## src/core/dcf_pkg.sv

```systemverilog
// shared constants for the code-format and reset front end
package dcf_pkg;
    // code width and fixed code values
    localparam int unsigned DCF_CODE_W     = 16;
    localparam logic [15:0] DCF_ZERO_SCALE = 16'h0000;
    localparam logic [15:0] DCF_MID_SCALE  = 16'h8000;
    localparam logic [15:0] DCF_MSB_FLIP   = 16'h8000;
    localparam int unsigned DCF_FIFO_DEPTH = 16;

    // strap and pin positions in the synchronised pin vector
    localparam int unsigned DCF_PIN_W      = 8;
    localparam int unsigned DCF_PIN_SCLK   = 7;
    localparam int unsigned DCF_PIN_CS_N   = 6;
    localparam int unsigned DCF_PIN_DIN    = 5;
    localparam int unsigned DCF_PIN_RST_N  = 4;
    localparam int unsigned DCF_PIN_LOAD_N = 3;
    localparam int unsigned DCF_PIN_FMT    = 2;
    localparam int unsigned DCF_PIN_GAIN   = 1;
    localparam int unsigned DCF_PIN_RSEL   = 0;

    // last settle count after reset release; the synchronised pins are trusted one cycle after it is reached
    localparam logic [1:0]  DCF_SETTLE     = 2'h3;

    // register byte offsets
    localparam logic [7:0]  DCF_ADDR_CTRL  = 8'h00;
    localparam logic [7:0]  DCF_ADDR_STAT  = 8'h04;
    localparam logic [7:0]  DCF_ADDR_INREG = 8'h08;
    localparam logic [7:0]  DCF_ADDR_LATCH = 8'h0C;
    localparam logic [7:0]  DCF_ADDR_DROP  = 8'h10;

    // control fields, reset value all zero
    localparam int unsigned DCF_CTRL_HOLD  = 0;
    localparam int unsigned DCF_CTRL_PAUSE = 1;

    // status fields
    localparam int unsigned DCF_ST_RESET   = 0;
    localparam int unsigned DCF_ST_EMPTY   = 1;
    localparam int unsigned DCF_ST_FULL    = 2;
    localparam int unsigned DCF_ST_FMT     = 3;
    localparam int unsigned DCF_ST_GAIN    = 4;
    localparam int unsigned DCF_ST_RSEL    = 5;
    localparam int unsigned DCF_ST_LEVEL   = 8;

    // bus encodings
    localparam logic        DCF_HRESP_OKAY = 1'b0;
endpackage

```

## src/core/dcf_top.sv

```systemverilog
// code-format, reset-level and double-buffer front end with its word fifo
//
// Summary of operation
// - each code arrives as one 16-bit word over the serial link from the host
// - after power-up both registers take zero or midscale per reset-level select
// - format select high means codes are unsigned straight binary
// - format select low means codes are signed twos complement
// - binary FFFF is full scale minus one, 8000 midscale, 0000 zero
// - twos 7FFF full minus one, 0000 midscale, FFFF just below, 8000 zero
// - converter code 0..65535 sets output in steps of span/65536 times gain
// - gain select low gives gain one, high gives gain two
// - while the reset pin is low both registers hold the reset value
// - after the reset pin rises, normal operation and serial writes resume
// - reset value is 0000 with reset-level select low, 8000 when high
// - latch-load low makes the latch follow the input register, high holds it
// - a frame shorter than 16 bits is dropped, registers keep old values
//
// The register addresses and register access over AHB-Lite were left to the implementer.
`timescale 1ns/100ps

module dcf_fifo
    import dcf_pkg::*;
#(
    parameter int unsigned WIDTH = 16,
    parameter int unsigned DEPTH = 16
) (
    // clock and reset
    input  wire logic                       clk,
    input  wire logic                       rst_n,
    input  wire logic                       flush,
    // filling side
    input  wire logic                       in_valid,
    output logic                            in_ready,
    input  wire logic [WIDTH-1:0]           in_data,
    // draining side
    output logic                            out_valid,
    input  wire logic                       out_ready,
    output logic [WIDTH-1:0]                out_data,
    output logic [$clog2(DEPTH):0]          level
);
    localparam int unsigned AW = $clog2(DEPTH);
    localparam logic [AW:0] FULL_CNT = (AW + 1)'(DEPTH);

    // pointers wrap by plain overflow, so depth must be a power of two
    if (DEPTH < 2 || (DEPTH & (DEPTH - 1)) != 0 || WIDTH < 1) begin : g_bad
        $error("dcf_fifo: DEPTH must be a power of two of at least 2");
    end

    typedef struct packed {
        logic [DEPTH-1:0][WIDTH-1:0] mem;
        logic [AW-1:0]               wp;
        logic [AW-1:0]               rp;
        logic [AW:0]                 cnt;
    } dcf_fifo_state_t;

    dcf_fifo_state_t st_ff;
    dcf_fifo_state_t nxt_st;
    logic            push;
    logic            pop;

    // honest flags straight from the count
    assign in_ready  = (st_ff.cnt != FULL_CNT);
    assign out_valid = (st_ff.cnt != '0);
    assign out_data  = st_ff.mem[st_ff.rp];
    assign level     = st_ff.cnt;
    assign push      = in_valid & in_ready;
    assign pop       = out_valid & out_ready;

    // next state: flush wins over traffic
    always_comb begin
        nxt_st = st_ff;
        if (flush) begin
            nxt_st.wp  = '0;
            nxt_st.rp  = '0;
            nxt_st.cnt = '0;
        end else begin
            if (push) begin
                nxt_st.mem[st_ff.wp] = in_data;
                nxt_st.wp            = st_ff.wp + 1'b1;
            end
            if (pop) begin
                nxt_st.rp = st_ff.rp + 1'b1;
            end
            if (push && !pop) begin
                nxt_st.cnt = st_ff.cnt + 1'b1;
            end else if (pop && !push) begin
                nxt_st.cnt = st_ff.cnt - 1'b1;
            end
        end
    end

    // state register
    always_ff @(posedge clk or negedge rst_n) begin
        if (!rst_n) begin
            st_ff <= '0;
        end else begin
            st_ff <= nxt_st;
        end
    end
endmodule

module dcf_top
    import dcf_pkg::*;
#(
    parameter int unsigned FIFO_DEPTH = DCF_FIFO_DEPTH
) (
    // clock and reset
    input  wire logic        hclk,
    input  wire logic        hresetn,
    // ahb-lite slave
    input  wire logic        hsel,
    input  wire logic [31:0] haddr,
    input  wire logic [1:0]  htrans,
    input  wire logic        hwrite,
    input  wire logic [2:0]  hsize,
    input  wire logic [31:0] hwdata,
    input  wire logic        hready,
    output logic             hreadyout,
    output logic             hresp,
    output logic [31:0]      hrdata,
    // serial link from the host
    input  wire logic        spi_sclk,
    input  wire logic        spi_cs_n,
    input  wire logic        spi_din,
    // reset and load pins, straps
    input  wire logic        hw_reset_n,
    input  wire logic        latch_load_strobe_n,
    input  wire logic        code_format_select,
    input  wire logic        gain_select,
    input  wire logic        reset_level_select,
    // converter side
    output logic [15:0]      conv_code,
    output logic [16:0]      out_steps,
    output logic             gain_x2,
    output logic             in_reset
);
    localparam int unsigned LVL_W = $clog2(FIFO_DEPTH) + 1;

    // status field must fit beside the flags
    if (FIFO_DEPTH < 2 || FIFO_DEPTH > 128) begin : g_bad
        $error("dcf_top: FIFO_DEPTH must lie in 2..128");
    end

    typedef struct packed {
        logic [DCF_PIN_W-1:0] pin_meta;
        logic [DCF_PIN_W-1:0] pin_sync;
        logic                 sclk_prev;
        logic                 cs_act_prev;
        logic [1:0]           settle;
        logic                 por_done;
        logic [15:0]          shift;
        logic [4:0]           bits;
        logic [15:0]          in_reg;
        logic [15:0]          latch;
        logic [16:0]          steps;
        logic                 gain;
        logic                 ctrl_hold;
        logic                 ctrl_pause;
        logic                 wr_pend;
        logic [7:0]           dp_addr;
        logic [31:0]          rdata;
        logic [15:0]          short_cnt;
        logic [15:0]          ovf_cnt;
    } dcf_state_t;

    dcf_state_t       st_ff;
    dcf_state_t       nxt_st;
    logic [DCF_PIN_W-1:0] pins;
    logic             sclk_s;
    logic             cs_act;
    logic             sclk_rise;
    logic             frame_end;
    logic             fmt_binary;
    logic [15:0]      rst_val;
    logic             push_valid;
    logic [15:0]      push_data;
    logic             push_ready;
    logic             pop_valid;
    logic             pop_ready;
    logic [15:0]      pop_data;
    logic [LVL_W-1:0] fifo_level;
    logic             acc;

    // gather every pin that crosses into hclk
    assign pins = {spi_sclk, spi_cs_n, spi_din, hw_reset_n,
                   latch_load_strobe_n, code_format_select,
                   gain_select, reset_level_select};

    // only the second sync stage is decoded
    assign sclk_s     = st_ff.pin_sync[DCF_PIN_SCLK];
    assign cs_act     = ~st_ff.pin_sync[DCF_PIN_CS_N];
    assign sclk_rise  = sclk_s & ~st_ff.sclk_prev;
    assign frame_end  = ~cs_act & st_ff.cs_act_prev;
    assign fmt_binary = st_ff.pin_sync[DCF_PIN_FMT];

    // reset covers power-up settle, the pin and the software hold
    assign in_reset = ~st_ff.por_done | ~st_ff.pin_sync[DCF_PIN_RST_N] | st_ff.ctrl_hold;
    assign rst_val  = st_ff.pin_sync[DCF_PIN_RSEL] ? DCF_MID_SCALE : DCF_ZERO_SCALE;

    // a full frame is at least 16 rising edges; extra bits keep the last 16
    assign push_valid = frame_end & (st_ff.bits == 5'(DCF_CODE_W)) & ~in_reset;
    assign push_data  = fmt_binary ? st_ff.shift : (st_ff.shift ^ DCF_MSB_FLIP);
    assign pop_ready  = ~st_ff.ctrl_pause & ~in_reset;

    assign acc       = hsel & hready & htrans[1];
    assign hreadyout = 1'b1;
    assign hresp     = DCF_HRESP_OKAY;
    assign hrdata    = st_ff.rdata;
    assign conv_code = st_ff.latch;
    assign out_steps = st_ff.steps;
    assign gain_x2   = st_ff.gain;

    // read mux; reads see writes of the cycle before
    function automatic logic [31:0] rd_word(input logic [7:0] a, input dcf_state_t s,
                                            input logic rs, input logic [LVL_W-1:0] lv,
                                            input logic em, input logic fu);
        logic [31:0] w;
        w = '0;
        if (a == DCF_ADDR_CTRL) begin
            w[DCF_CTRL_HOLD]  = s.ctrl_hold;
            w[DCF_CTRL_PAUSE] = s.ctrl_pause;
        end else if (a == DCF_ADDR_STAT) begin
            w[DCF_ST_RESET]          = rs;
            w[DCF_ST_EMPTY]          = em;
            w[DCF_ST_FULL]           = fu;
            w[DCF_ST_FMT]            = s.pin_sync[DCF_PIN_FMT];
            w[DCF_ST_GAIN]           = s.pin_sync[DCF_PIN_GAIN];
            w[DCF_ST_RSEL]           = s.pin_sync[DCF_PIN_RSEL];
            w[DCF_ST_LEVEL +: LVL_W] = lv;
        end else if (a == DCF_ADDR_INREG) begin
            w[15:0] = s.in_reg;
        end else if (a == DCF_ADDR_LATCH) begin
            w[15:0] = s.latch;
        end else if (a == DCF_ADDR_DROP) begin
            w = {s.ovf_cnt, s.short_cnt};
        end
        return w;
    endfunction

    // words wait here so a paused drain cannot lose host frames silently
    dcf_fifo #(
        .WIDTH (DCF_CODE_W),
        .DEPTH (FIFO_DEPTH)
    ) u_fifo (
        .clk       (hclk),
        .rst_n     (hresetn),
        .flush     (in_reset),
        .in_valid  (push_valid),
        .in_ready  (push_ready),
        .in_data   (push_data),
        .out_valid (pop_valid),
        .out_ready (pop_ready),
        .out_data  (pop_data),
        .level     (fifo_level)
    );

    // next state of the whole block
    always_comb begin
        nxt_st          = st_ff;
        nxt_st.pin_meta = pins;
        nxt_st.pin_sync = st_ff.pin_meta;
        nxt_st.sclk_prev   = sclk_s;
        nxt_st.cs_act_prev = cs_act;
        // straps are trusted only once both sync stages hold real levels
        if (st_ff.settle != DCF_SETTLE) begin
            nxt_st.settle = st_ff.settle + 2'h1;
        end else begin
            nxt_st.por_done = 1'b1;
        end
        // serial shift; edges outside a frame are ignored
        if (!cs_act) begin
            nxt_st.bits = '0;
        end else if (sclk_rise) begin
            nxt_st.shift = {st_ff.shift[14:0], st_ff.pin_sync[DCF_PIN_DIN]};
            if (st_ff.bits != 5'(DCF_CODE_W)) begin
                nxt_st.bits = st_ff.bits + 5'h01;
            end
        end
        // short and overflowing frames are counted outside reset; frames ending in reset are dropped uncounted
        if (frame_end && !in_reset && st_ff.bits != 5'(DCF_CODE_W)) begin
            nxt_st.short_cnt = st_ff.short_cnt + 16'h0001;
        end
        if (push_valid && !push_ready) begin
            nxt_st.ovf_cnt = st_ff.ovf_cnt + 16'h0001;
        end
        // input register: reset value, else the next word from the fifo
        if (in_reset) begin
            nxt_st.in_reg = rst_val;
            nxt_st.latch  = rst_val;
        end else begin
            if (pop_valid && pop_ready) begin
                nxt_st.in_reg = pop_data;
            end
            // latch is transparent while the load pin is low
            if (!st_ff.pin_sync[DCF_PIN_LOAD_N]) begin
                nxt_st.latch = st_ff.in_reg;
            end
        end
        // output step count: code times buffer gain
        nxt_st.gain  = st_ff.pin_sync[DCF_PIN_GAIN];
        nxt_st.steps = st_ff.pin_sync[DCF_PIN_GAIN] ? {st_ff.latch, 1'b0}
                                                    : {1'b0, st_ff.latch};
        // bus data phase write, then capture of the next address phase
        if (st_ff.wr_pend && st_ff.dp_addr == DCF_ADDR_CTRL) begin
            nxt_st.ctrl_hold  = hwdata[DCF_CTRL_HOLD];
            nxt_st.ctrl_pause = hwdata[DCF_CTRL_PAUSE];
        end
        nxt_st.wr_pend = acc & hwrite;
        if (acc) begin
            nxt_st.dp_addr = haddr[7:0];
        end
        if (acc && !hwrite) begin
            nxt_st.rdata = rd_word(haddr[7:0], nxt_st, in_reset, fifo_level,
                                   ~pop_valid, ~push_ready);
        end
    end

    // state register; async reset loads constants only
    always_ff @(posedge hclk or negedge hresetn) begin
        if (!hresetn) begin
            st_ff <= '0;
        end else begin
            st_ff <= nxt_st;
        end
    end
endmodule

```

## config.mk

```make
export PLATFORM = sky130hd
export DESIGN_NAME = dcf_top
export DESIGN_NICKNAME = d
export VERILOG_FILES = /design/src/core/dcf_pkg.sv /design/src/core/dcf_top.sv
export SDC_FILE = /design/constraint.sdc
export NUM_CORES = 1
export LEC_CHECK = 0
export BUFFER_PORTS_ARGS = -buffer_cell sky130_fd_sc_hd__buf_4
export CAP_MARGIN = 10
export CORE_MARGIN = 3
export CORE_UTILIZATION = 50
export CTS_CLUSTER_DIAMETER = 200
export DETAILED_ROUTE_END_ITERATION = 6
export GPL_ROUTABILITY_DRIVEN = 0
export PLACE_DENSITY = 0.69
export SETUP_SLACK_MARGIN = 0.5
export SLEW_MARGIN = 20
export SYNTH_ARGS = -nofsm -noshare
export SYNTH_HDL_FRONTEND = slang
export SYNTH_SLANG_ARGS = --single-unit
```

## constraint.sdc

```tcl
create_clock -name hclk -period 4.2 [get_ports hclk]
set_input_delay 0 -clock hclk [delete_from_list [all_inputs] [get_ports hclk]]
set_output_delay 0 -clock hclk [all_outputs]
set_load 0.01 [all_outputs]
```

* After elaboration in Yosys (flattened, before gate mapping)
Cells that the tools add are included.
Storage, ports and cells: bits in registers 436, input port bits 82, output and inout bits 69, word-level logic and storage cells 136
Operators by class: add/sub/neg operators 8, order comparisons 3, equality and inequality tests 8, multiplexer cells 33, bitwise logic cells 21, reduce and logical (&&, ||, !) cells 25
Operators by type and width (number):
- bitwise mux 256 bit | 1
- two-way mux 16 bit | 12
- binary-select mux 16 bit (select 4 bit) | 1
- demux 16 bit (select 4 bit) | 1
- two-way mux 32 bit | 2
- adder 16 x 1 -> 16 bit (second input constant) | 2
- two-way mux 30 bit | 1
- two-way mux 5 bit | 6
- two-way mux 19 bit | 1
- two-way mux 17 bit | 1
- == test 8 x 4 -> 1 bit (second input constant) | 2
- zero test 8 bit | 2
- two-way mux 13 bit | 1
- adder 5 x 1 -> 5 bit (second input constant) | 2
- AND 1 bit | 10
- less-than comparator 4 x 5 -> 1 bit (second input constant) | 2
- != test 5 bit (second input constant) | 2
- logical AND 1 bit | 9
- inverter 1 bit | 9
- adder 4 x 1 -> 4 bit (second input constant) | 2
- == test 8 x 3 -> 1 bit (second input constant) | 1
- == test 8 x 5 -> 1 bit (second input constant) | 1
- two-way mux 4 bit | 2
- nonzero test 2 bit | 4
- 12 further kinds | 21

* Depth between registers and ports, before layout
Gate-level depths: netlist of the first run.
depth in word-level cells 12, gate-level depth with buffers 14, gate-level depth less buffers 13

* Modules after synthesis
A second synthesis of the first run with hierarchy kept.
Second synthesis, totals: cells, all modules 1471, area, all modules 20289.5 um2
By module, submodules not included:
- dcf_fifo | instances 1, cells an instance 816, area each 12618.4 um2, sequential area each 6731.5 um2
- dcf_top | instances 1, cells an instance 655, area each 7671.1 um2, sequential area each 4179.0 um2

* Worst setup path after synthesis of the first run
No wires, ideal clock.
path type register to register, start reg st_ff[125] (netlist bit), end reg u_fifo.st_ff (netlist bit u_fifo.level[4]), setup time 0.132 ns, arrival time 2.779 ns, required time 4.068 ns, setup slack 1.289 ns, cell stages (with the launch flop) 14, path buffers 1, clock period less this slack 2.911 ns, cells stage by stage dfrtp_1 inv_1 ha_1 nand4bb_1 a2111oi_4 buf_6 o21ai_0 ha_1 nor2b_1 o21ai_0 nor4b_1 a31oi_1 xnor2_1 nor2_1
On the way: longest elaborated chain between the ends 7, elaborated cells between the ends (all ways) 10, classes of those cells eq/ne: 1; mux: 2; bitwise: 3; reduce/logical: 4
Ends and longest elaborated chain:
- start: declaration | line dcf_top.sv:166 | dcf_state_t st_ff;
- start signal: assignment | line dcf_top.sv:323 | st_ff <= nxt_st;
- == test 5 bit * | line dcf_top.sv:201 | assign push_valid = frame_end & (st_ff.bits == 5'(DCF_CODE_W)) & ~in_reset;
- AND 1 bit * (2 in a row) | line dcf_top.sv:201
- AND 1 bit * | line dcf_top.sv:66 | assign push = in_valid & in_ready;
- logical AND 1 bit or zero test 1 bit (tied branches) | line dcf_top.sv:84, dcf_top.sv:86
- two-way mux 5 bit or logical AND 1 bit (tied branches) | line dcf_top.sv:84, dcf_top.sv:86
- two-way mux 13 bit or nonzero test 3 bit (tied branches)
- end signal: assignment | line dcf_top.sv:97 | st_ff <= nxt_st;
- end: declaration | line dcf_top.sv:56 | dcf_fifo_state_t st_ff;
Mark *: on every way between the ends. The rest lies on a longest branch, timed or not. A chain may end at the register's enable or synchronous reset.

* Worst setup path after layout of the first run
Ends and elaborated chain as after synthesis.

==> results of run 1 <==
## power by group
part | internal, mW | switching, mW
logic | 0.131 | 0.179
clock network | 2.32 | 1.68
registers | 4.28 | 0.222
## what timing repair did
item | 4_1_cts | 5_1_grt
resized for setup | 0 | 0
endpoints found under the hold margin | 131 | 0
hold buffers | 21 | 0
## flip-flops by register name, summed over array words and instances (netlist names)
register	cells
st_ff	90
nxt_st	10
u_fifo.st_ff	264
gain_x2	1
conv_code	16
hrdata	32
u_fifo.level	5
out_steps	17
fmt_binary	1
## metrics by stage
step	hold slack (ns)	util [%]
2_1_floorplan	-0.296	-
3_3_place_gp	0.110	52.1
3_5_place_dp	0.111	52.1
4_1_cts	0.0216	56.4
5_1_grt	0.0532	56.4
6_report	0.0479	56.4
## layout by cell type (no fill, tap or decap), drive strengths merged, types with 19 or more instances in the layout
master,instances
and2,22
dfrtp,436
a21oi,26
xor2,19
xnor2,26
o21ai,39
nand3,30
mux2i,31
dlygate4sd3,21
buf,111
clkbuf,74
mux4,64
mux2,286
nand2,58
nor2,58
a22oi,22
## metal layers
| layer | part of all wire, % | vias up |
|---|---|---|
| li1 | - | 5244 |
| met1 | 44 | 6218 |
| met2 | 48 | 332 |
| met3 | 6.0 | 75 |
| met4 | 1.9 | 0 |
| met5 | 0 | - |
## cell families (layout without fill, tap and decap cells)
kind of cell / count (synthesis) / count (layout) / synth area share, %
xor+xnor: 45 / 45 / 1.95
simple gates: 240 / 240 / 7.34
compound gates: 158 / 158 / 5.40
fa+ha+maj: 14 / 14 / 0.902
buf+inv: 174 / 232 / 5.37
flops: 436 / 436 / 53.9
mux: 381 / 381 / 25.1
other cells: 2 / 2 / 0.0371
## cell type report
type                       instances  area share, %
tap                              525           2.92
multi-input combinational        840           36.7
clock buffer                      74           6.30
clock inverter                    11          0.433
sequential                       436           48.5
inverter                          15          0.250
timing repair buffer             132           4.95
## worst min-delay path by stage
stage,from,end,slack (ns),cells past startpoint
after CTS,hready,st_ff[66]$_DFFE_PN0P_,0.02,3
after global placement,hresetn,nxt_st[154]$_DFF_PN0_,0.11,1
after global routing,reset_level_select,nxt_st[151]$_DFF_PN0_,0.05,2
after detailed placement,hw_reset_n,nxt_st[155]$_DFF_PN0_,0.11,1
after floorplan,hresetn,conv_code[0]$_DFF_PN0_,-0.30,0
final,hresetn,out_steps[0]$_DFF_PN0_,0.05,2
==> summary.md, run 1 <==
The critical path ends at u_fifo.level[4]$_DFFE_PN0P_. Worst setup path startpoint: st_ff[125]$_DFFE_PN0P_. The worst path buffer plus inverter count was 1. 0 antenna diodes ended up in the layout. The vias per cell was 5.84.

The routed wire length is 45.8 mm, and the overall overflow remaining after global route is 0. Of all nets on the critical path, the largest fanout is 6. After synthesis, the mean cell area works out to 14.0 um2.

The run gives 70 as the number of unique standard cell types used by synthesis. Max-cap violations in this run came to 0. The die is 207 um wide.

The detailed router placed 11,900 vias in this run. The signal on the critical path passes through inv_1 > ha_1 > nand4bb_1 > a2111oi_4 > o21ai_0 > ha_1 > nor2b_1 > o21ai_0 > nor4b_1 > a31oi_1 > xnor2_1 > nor2_1. The setup path with the least slack is of type flip-flop to flip-flop. After clock tree synthesis, the clock-pin slew on the worst setup and hold paths is 0.06 ns. The run finished with clean final reports. The filler cells instantiated in the layout total 3,185. The count of final max-slew check failures is 0, and the number of synthesized flops with an enable pin is 0. The total power divided by cell area was 392 mW/mm2.

Library cell with the largest summed area after synthesis: dfrtp_1. The final total negative setup slack was 0 ns. Once placement finished, the instance area stood at 0.0208 mm2. By area the synthesized netlist is led by dfrtp_1 (54%), mux2_2 (8.8%), mux4_2 (7.1%). For the top-level I/O count, the log shows 151. The worst register-to-register path has a depth of 12. In this run the most used layer during global routing was met2. Setup violations remaining at the end of the flow were counted as 0.

The number of placed instances, taps included, is 1,927. Static timing analysis puts the maximum clock frequency at 324 MHz. For the global-route usage over all layers, the log shows 21.3%. The run gives 436 as the clock sink total. The floorplan step set the die height to 207 um. The share of the clock period used by the worst path is 73.4%. The worst setup path is launched from a flip-flop.

At the pin with the least slew margin, the transition time is 1.19 ns. The worst reg-to-reg setup slack is 1.12 ns, and the max-slew headroom at the worst pin is 20.2%. Summed over all nets, the half-perimeter wirelength after detailed placement is 27.9 mm.

Once detail routing completed, the nets flagged for antenna violations numbered 0. For this design the static power due to leakage is 10.8 nW. After detailed routing, the number of remaining DRC violations is 0.

For this design, the slowest cell found on the critical path is ha_1. Setup slack closes at 1.12 ns. Row generation in the floorplan step produced 73 rows. The number of instances in the synthesized netlist is 1,450.

The maximum single-stage delay on the critical path was 0.43 ns; the time the final worst path needs with I/O delays and setup was 3.08 ns. The tools report the CTS root buffer as clkbuf_16. The core region is 0.0399 mm2. The via count of the first global-routing pass is 12,200, and the area of all placed cells without fillers is 0.0225 mm2. Data arrives at the worst endpoint at 3.53 ns. TritonCTS built the clock tree. The critical path's top delay family was compound AO/OA/AOI/OAI gates. After synthesis the cells add up to 0.0203 mm2. The floorplan step defined a die boundary enclosing 0.0430 mm2. The net count of the finished layout is 1,567.

In the synthesized netlist, the cells that appear most often are dfrtp_1 (436), mux2_2 (158), mux2_1 (96). During synthesis, Yosys emitted a total of 0 warnings. Global routing consumed, on the met3 layer, 5.05% of the routing resources.

After clock tree synthesis, the setup repair step added 0 buffers. Summing all multi-input logic gate instances after layout gives 0.00826 mm2. Entering global routing, the biggest net connects 109 pins. The initial antenna violation count was 0; the register area was 0.0109 mm2. The source-to-sink clock delay at the later pin of the worst-skew pair is 0.59 ns. Compared with the post-synthesis result, the final layout area differs by 11.2%. The worst setup path is captured at a flip-flop. The clock passes through at most 3 buffers. The clock tree synthesis step divided the H-tree into 2 levels. The initial utilization of the core area, before any placement, comes to 50.8%. The first global-routing pass estimated 72.4 mm of wire.

Of the synthesized area, sequential elements account for 53.9%. The number of clock buffers added by TritonCTS is 46. The class of the tightest hold or removal check was input port to asynchronous set/reset pin.

For this run, global-route usage on met2 was measured as 34.3%. The share of synthesized area in the top cell type comes to 53.9%. The routed wire length per instance was 22.5 um; the met1 layer usage reported by global route was 30.0%.

The logs give 0 for the final hold violation count and 2,033 for the count of placed standard cells in the final layout, fillers left out. During placement, the flow inserted port buffers numbering 90. In this run, the number of DRC markers left after iteration 0 of detailed routing was 846. Clock skew on the completed layout was measured at 0.0368 ns. Yosys instantiated no cell more often than dfrtp_1.

The number of synthesized register bits is 436, and the share of layout cells above drive strength 1 is 32.0%. The endpoint identified for the worst register-to-register timing path is u_fifo.level[4]$_DFFE_PN0P_. The tools report the pre-CTS setup slack as 1.16 ns.

The critical path crosses 12 cells after its start point. Data on the critical path is required at its endpoint by 4.65 ns. The total chip power came out at 8.82 mW. For the number of nets in the synthesized netlist, the log shows 1,546. Setup repair after global routing left no endpoint under its margin. In the synthesized netlist the async set-or-reset flop fraction comes to 100%. The first detailed-routing pass ran for 5 iterations. Most used flip-flop cell after synthesis: dfrtp_1.

VDD sags by at most 0.244 mV. The startpoint identified for the worst register-to-register timing path is st_ff[125]$_DFFE_PN0P_.
No activity file was read; power rests on OpenSTA's default activity.
==> run 2, diff against run 1 <==
==> constraint.sdc (replaced) <==
create_clock -name hclk -period 2.85 [get_ports hclk]
set_input_delay 0 -clock hclk [delete_from_list [all_inputs] [get_ports hclk]]
set_output_delay 0 -clock hclk [all_outputs]
set_load 0.01 [all_outputs]
==> run 2 against run 1 <==
Die area did not move. Wire length rose by 8.9%. Via count rose by 5.0%. Power rose by 48%. Worst hold slack got worse by 0.028 ns. Sequential power rose by 47%. Register-to-register slack got worse by 0.72 ns. Final area rose by 7.9%. First-iteration DRC count rose by 26%. Global-route usage rose by 1.5 points. Non-clock buffer count rose by 101. Largest cell class unchanged.
==> summary.md, run 2 (synthesized netlist as in run 1, its figures left out) <==
The flow ran to the end, and the final reports show no timing, DRC or antenna violations. In the layout the commonest cells are dfrtp_1 (430), mux2_2 (158), buf_4 (155), mux2_1 (69), mux4_2 (64). The highest fanout seen on the critical path is 5 (-1), and the number of nets in the layout is 1,668 (+6.4%). The logs give 0 ns (unchanged) for the final total negative setup slack and 0 (unchanged) for the post-route antenna net violation count.

The largest clock skew in the final design came out at 0.0260 ns (-0.0108 ns). The register with the highest flop count is u_fifo.st_ff. The largest vdd supply drop came out at 0.411 mV (+68%).

The tools report the die footprint as 0.0430 mm2 (unchanged). The count of fill cells added during filler insertion was 2,962 (-7.0%). The category of the most critical setup path is flip-flop to flip-flop. The top-level I/O count came out at 151 (unchanged). The floorplan row count came out at 73 (unchanged).

The starting density of the core is 50.8% (unchanged). On the critical path the largest part of the delay comes from compound AO/OA/AOI/OAI gates. The number of max-cap violations came out at 0 (unchanged). Pin slew with the least headroom to its limit: 1.03 ns (-0.153 ns).

The via total after detailed routing is 12,500 (+5.0%). The library cell used most frequently in the layout, excluding fill and tap cells, is dfrtp_1. The maximum single-stage delay on the critical path is 0.46 ns (+0.03 ns). The run gives 3 (unchanged) as the maximum count of clock buffers along a single path. The logs give 28.6 mm (+2.7%) for the half-perimeter wire length of the detailed placement result and 0 (unchanged) for the final setup violation count. The element type at the critical path end was a flip-flop. For the number of DRC violations after detailed-routing iteration 0, the log shows 1,065 (+26%). STA classifies the critical path startpoint as a flip-flop. Routed wire length: 49.8 mm (+8.9%). The max-slew headroom at the worst pin was 30.8% (+11 points); the total power divided by cell area was 539 mW/mm2 (+38%).

The number of antenna cells inserted is 0 (unchanged). Walking the worst path, the cells encountered are nor4_4 > buf_4 > a21o_1 > o21ai_4 > inv_2 > fa_2 > nor2b_1 > o21ai_2 > nor4b_4 > a31oi_2 > xnor2_1 > nor2_1. The logs give 3.29 ns (-1.36 ns) for the critical path data required time and 13.1 mW (+48%) for the total chip power. The floorplan core area came out at 0.0399 mm2 (unchanged).

The run gives 0 (unchanged) as the final hold violation count. The path class of the tightest hold or removal check is input port to asynchronous set/reset pin. The clock-pin transition on the worst setup and hold timing paths was 0.06 ns (about the same). CTS placed an instance of clkbuf_16 at the clock tree root. Achievable clock frequency: 408 MHz (+26%). For the initial antenna violation count, the log shows 1 (+1). The overall die height was 207 um (unchanged).

The final core utilization was 60.9% (+4.4 points); the clock sink total was 436 (unchanged). The die outline width is 207 um (unchanged), and the share of layout cells above drive strength 1 is 40.6% (+8.6 points). The run gives 2,134 (+5.0%) as the count of placed standard cells in the final layout, fillers left out. The tools report the via count of the first global-routing pass as 13,000 (+7.2%). Number of iterations in the first detailed-routing pass: 5 (unchanged).

The tools report the count of final max-slew check failures as 0 (unchanged). The time the final worst path needs with I/O delays and setup works out to 2.45 ns (-0.634 ns). The worst path buffer plus inverter count was 2 (+1). For the global-route usage over all layers, the log shows 22.9% (+1.5 points). Routed wire length per instance: 23.3 um (+3.8%). The share of the clock period used by the worst path is 85.9% (+13 points).

The arrival time at the worst endpoint was 2.89 ns (-0.64 ns). Area of all placed cells without fillers: 0.0243 mm2 (+7.9%). For this design, the slowest cell found on the critical path is dfrtp_2. The cell area after placement is 0.0211 mm2 (+1.5%).

The logs give 2 (unchanged) for the deepest level of the CTS H-tree and 46 (unchanged) for the total clock buffers created by CTS. The logs give 0 (unchanged) for the overall overflow remaining after global route and 0.58 ns (about the same) for the source-to-sink clock delay at the later pin of the worst-skew pair. The area growth from synthesis to layout is 19.9%.

The number of buffer cells added on primary ports was 90 (unchanged); the remaining design rule violation count was 0 (unchanged). The leakage power of the design came out at 11.6 nW (+7.8%). Setup repair after global routing could not meet its margin everywhere. The wire length of the first global-routing pass was 77.0 mm (+6.3%); the vias per cell was 5.84 (about the same). TritonCTS built the clock tree.

The number of flip-flops under the largest register name is 264 (unchanged), and the largest net degree at the start of global routing is 92 (-16%). The number of instances in the placed design is 1,959 (+1.7%).
run 2: changes by cell type in the layout (fill, tap and decap cells not counted), sizes merged:
cell and change:
buf +95, clkinvlp -1, bufinv +2, clkinv -1, clkbuf +6
run 2: worst paths after layout:
| kind | startpoint | endpoint | slack [ns] | cells after the start |
|---|---|---|---|---|
| min | hresetn | out_steps[13]$_DFF_PN0_ | 0.02 | 2 |
| max | u_fifo.level[2]$_DFFE_PN0P_ | u_fifo.level[4]$_DFFE_PN0P_ | 0.40 | 12 |
| max reg2reg | u_fifo.level[2]$_DFFE_PN0P_ | u_fifo.level[4]$_DFFE_PN0P_ | 0.40 | 12 |
| min in group hclk | code_format_select | nxt_st[153]$_DFF_PN0_ | 0.07 | 2 |
| max in group asynchronous | hresetn | u_fifo.st_ff[209]$_DFFE_PN0P_ | 1.90 | 3 |
| min reg2reg | nxt_st[158]$_DFF_PN0_ | nxt_st[150]$_DFF_PN0_ | 0.35 | 0 |
run 2: layout make-up:
type                       instances  area (um2)  area share, %
multi-input combinational        840        8640           35.6
timing repair buffer             233        2500           10.3
sequential                       436       10900           45.0
tap                              525         657           2.70
inverter                          15        58.8          0.242
clock inverter                    11         146          0.603
clock buffer                      74        1370           5.63
run 2: metrics by stage:
step                hold slack (ns)  worst slack [ns]
detailed placement           0.0579            0.0371
CTS                          0.0261             0.354
global route                 0.0665             0.287
global placement             0.0556            0.0824
floorplan                    -0.296             0.341
finish                       0.0195             0.401
run 2: report_power, final:
part           switching (mW)  internal (mW)  total [mW]
Combinational           0.285          0.211       0.496
Sequential              0.325           6.31        6.64
Clock                    2.47           3.49        5.96
Total                    3.08           10.0        13.1
run 2: timing repair:
| item | CTS | global route |
|---|---|---|
| setup buffers | 45 | 14 |
| endpoints found under the setup margin | 282 | 298 |
| cloned | 4 | 6 |
| pin swaps | 24 | 17 |
| resized for setup | 43 | 75 |
| hold buffers | 21 | 0 |
| hold endpoints to repair | 160 | 0 |
run 2: routing by layer:
| metal | up-vias | share of wire (%) | global-route usage (%) | wire, um |
|---|---|---|---|---|
| li1 | 5458 | - | - | - |
| met2 | 352 | 49 | 38.1 | 24600 |
| met5 | - | 0.024 | 0 | 12 |
| met3 | 89 | 5.6 | 4.76 | 2790 |
| met4 | 2 | 2.9 | 8.05 | 1460 |
| met1 | 6560 | 42 | 30.0 | 20900 |
==> run 3, diff against run 2 <==
--- a/config.mk
+++ b/config.mk
@@ -12,6 +12,7 @@
 export CTS_CLUSTER_DIAMETER = 200
 export DETAILED_ROUTE_END_ITERATION = 6
 export GPL_ROUTABILITY_DRIVEN = 0
+export GPL_TIMING_DRIVEN = 0
 export PLACE_DENSITY = 0.69
 export SETUP_SLACK_MARGIN = 0.5
 export SLEW_MARGIN = 20
==> run 3 against run 2 <==
Setup slack worse by 0.17 ns. Flip-flop and latch count unchanged. Register-to-register slack worse by 0.17 ns. Critical path depth up 3. Fmax down 6.6%. Via count up 6.5%. Cell count up 6.9%. Final area up 5.1%. Core utilization up 3.1 points. Critical endpoint is now u_fifo.level[3]$_DFFE_PN0P_. Largest cell class unchanged. Highest routed layer is now met4.
==> summary.md, run 3 (synthesized netlist as in run 1, its figures left out) <==
The run gives 0 (unchanged) as the post-route antenna net violation count. By startpoint and endpoint, the worst setup path is classified as flip-flop to flip-flop. The number of iterations in the first detailed-routing pass is 5 (unchanged). The max-slew headroom at the worst pin was 32.3% (+1.4 points); the floorplan row count was 73 (unchanged). The clock sink total is 436 (unchanged), and the layout overhead on the synthesized area is 26.0%.

The final core utilization was 63.9% (+3.1 points). Deepest level of the CTS H-tree: 2 (unchanged). The routed wire length per instance is 23.7 um (+1.7%). The count of final max-slew check failures was 0 (unchanged); the proportion of power drawn by the clock network was 45.5% (about the same). Via count of the first global-routing pass: 13,600 (+4.3%).

The most common library cell in the layout ignoring fill and taps is dfrtp_1. The clock-pin transition on the worst setup and hold timing paths is 0.06 ns (about the same). STA classifies the critical path endpoint as a flip-flop. The maximum count of clock buffers along a single path was 3 (unchanged); the relative contribution of combinational cells to total power was 5.5% (+1.7 points).

The min-delay analysis places its worst path in the category input port to flip-flop. The share of layout cells above drive strength 1 was 45.9% (+5.3 points). The wire length of the first global-routing pass came out at 81.3 mm (+5.5%). The sequential power share is 49.0% (-1.7 points). The cell area after placement came out at 0.0218 mm2 (+3.1%). The largest net degree at the start of global routing is 98 (+6.5%).

The half-perimeter wire length of the detailed placement result came out at 34.2 mm (+20%). The internal cell power was 10.2 mW (+1.5%); the total chip power was 13.3 mW (+1.6%). The largest vdd supply drop is 0.403 mV (-2.0%). The tools report the global-route usage over all layers as 24.2% (+1.4 points). The initial antenna violation count was 0 (-1); the die outline width was 207 um (unchanged). The vias per cell is 5.82 (-0.38%), and the fraction of power spent switching nets is 23.6% (+0.039 points). For the count of placed standard cells in the final layout, fillers left out, the log shows 2,281 (+6.9%).

The tools report the critical path data required time as 3.28 ns (about the same). The pin slew with the least headroom to its limit is 1.01 ns (-0.0271 ns), and the leakage power of the design is 12.4 nW (+6.7%). The via total after detailed routing is 13,300 (+6.5%). Final hold violation count: 0 (unchanged). The logs give 1,820 (+9.1%) for the number of nets in the layout and 151 (unchanged) for the top-level I/O count.

Ranked by flip-flop count, first place goes to u_fifo.st_ff. The number of max-cap violations is 0 (unchanged). The tools report the largest clock skew in the final design as 0.0201 ns (-0.00589 ns). Setup repair after global routing could not meet its margin everywhere. The logs give 2,069 (+5.6%) for the number of instances in the placed design and 0 (unchanged) for the overall overflow remaining after global route.

For the number of antenna cells inserted, the log shows 0 (unchanged). The remaining design rule violation count is 0 (unchanged). In this run the clock root is driven by a clkbuf_16.

The tools report the area of all placed cells without fillers as 0.0255 mm2 (+5.1%). The arrival time at the worst endpoint is 3.06 ns (+0.17 ns). The share of the clock period used by the worst path was 92.0% (+6.1 points); the worst reg-to-reg setup slack was 0.23 ns (-0.17 ns). The run finished with clean final reports.

The overall die height was 207 um (unchanged). Number of buffer cells added on primary ports: 89 (-1.1%). The achievable clock frequency was 381 MHz (-6.6%); the total clock buffers created by CTS was 46 (unchanged). The run gives 3.14 mW (+1.7%) as the switching component of the power. The source-to-sink clock delay at the later pin of the worst-skew pair was 0.58 ns (about the same); the floorplan core area was 0.0399 mm2 (unchanged).

The number of flip-flops under the largest register name works out to 264 (unchanged). In the layout the commonest cells are dfrtp_1 (431), buf_4 (227), mux2_2 (158), mux2_4 (77), mux4_2 (64). The number of DRC violations after detailed-routing iteration 0 was 1,056 (-0.85%); the total power divided by cell area was 521 mW/mm2 (-3.3%).

The highest fanout seen on the critical path was 10 (+5). TritonCTS built the clock tree. The logs give 0 (unchanged) for the final setup violation count and 0.0784 ns (+0.0589 ns) for the final hold slack. STA classifies the critical path startpoint as a flip-flop. Die footprint: 0.0430 mm2 (unchanged). The routed wire length was 54.2 mm (+8.7%); the time the final worst path needs with I/O delays and setup was 2.62 ns (+0.173 ns).

The run gives 50.8% (unchanged) as the starting density of the core.
[run 3: cell count changes in the layout (fill, tap and decap cells not counted), moves of 6 or more]
| cell | previous run | this run |
|---|---|---|
| mux2_4 | 59 | 77 |
| buf_8 | 2 | 9 |
| buf_12 | 34 | 23 |
| buf_4 | 155 | 227 |
| clkbuf_2 | 0 | 6 |
| buf_2 | 0 | 10 |
| buf_6 | 9 | 30 |
| clkbuf_1 | 17 | 41 |
| mux2_1 | 69 | 51 |
[run 3: through the flow]
stage	setup TNS (ns)	setup WS, ns
finish	0	0.228
global placement	-1100.14	-2.58
global route	0	0.122
detailed placement	-1.65	-0.277
floorplan	0	0.341
CTS	0	0.285
[run 3: worst paths after layout]
path                            cells after the start                         from                            to
worst max-delay path                               15  u_fifo.level[2]$_DFFE_PN0P_   u_fifo.level[3]$_DFFE_PN0P_
worst min-delay path                                2           code_format_select         nxt_st[153]$_DFF_PN0_
worst max register to register                     15  u_fifo.level[2]$_DFFE_PN0P_   u_fifo.level[3]$_DFFE_PN0P_
worst min register to register                      0        nxt_st[156]$_DFF_PN0_          st_ff[156]$_DFF_PN0_
max in group asynchronous                           5                      hresetn  u_fifo.st_ff[80]$_DFFE_PN0P_
min in group asynchronous                           4                      hresetn       out_steps[13]$_DFF_PN0_
[run 3: power groups by stage]
stage          combinational (mW)  sequential [mW]  clock [mW]
2_1_floorplan               0.342             6.55           0
3_3_place_gp                0.622             6.63           0
3_5_place_dp                0.665             6.63           0
4_1_cts                     0.726             6.52        6.11
5_1_grt                     0.809             6.55        6.40
6_report                    0.731             6.52        6.04
[run 3: cell type report]
class | count | area, um2
Buffer | 159 | 1350
Inverter | 15 | 61.3
Fill cell | 2873 | 14400
Clock buffer | 70 | 1410
Clock inverter | 10 | 104
Multi-Input combinational cell | 841 | 8800
Tap cell | 525 | 657
Sequential cell | 436 | 10900
Timing Repair Buffer | 225 | 2210
[run 3: worst max-delay path, stage by stage (launching register included)]
cell,delay (ns)
dfrtp_2,0.46
nor4_4,0.07
a21o_1,0.19
buf_8,0.14
buf_8,0.14
o21ai_4,0.25
inv_2,0.09
buf_4,0.14
buf_4,0.12
buf_4,0.12
buf_4,0.12
buf_4,0.12
buf_4,0.13
buf_4,0.13
buf_4,0.13
o2bb2ai_2,0.11
[run 3: what timing repair did]
item | 4_1_cts | 5_1_grt
endpoints found under the setup margin | 185 | 209
gates cloned | 2 | 9
hold buffers | 22 | 0
pin swaps | 12 | 22
resized for setup | 95 | 142
setup buffers | 62 | 37
endpoints found under the hold margin | 191 | 0
[run 3: metal layers]
metal | GRT usage (%) | share of wire (%)
met2 | 38.4 | 48
met4 | 9.15 | 3.7
met1 | 33.5 | 44
met5 | 0 | 0
met3 | 4.84 | 5.1
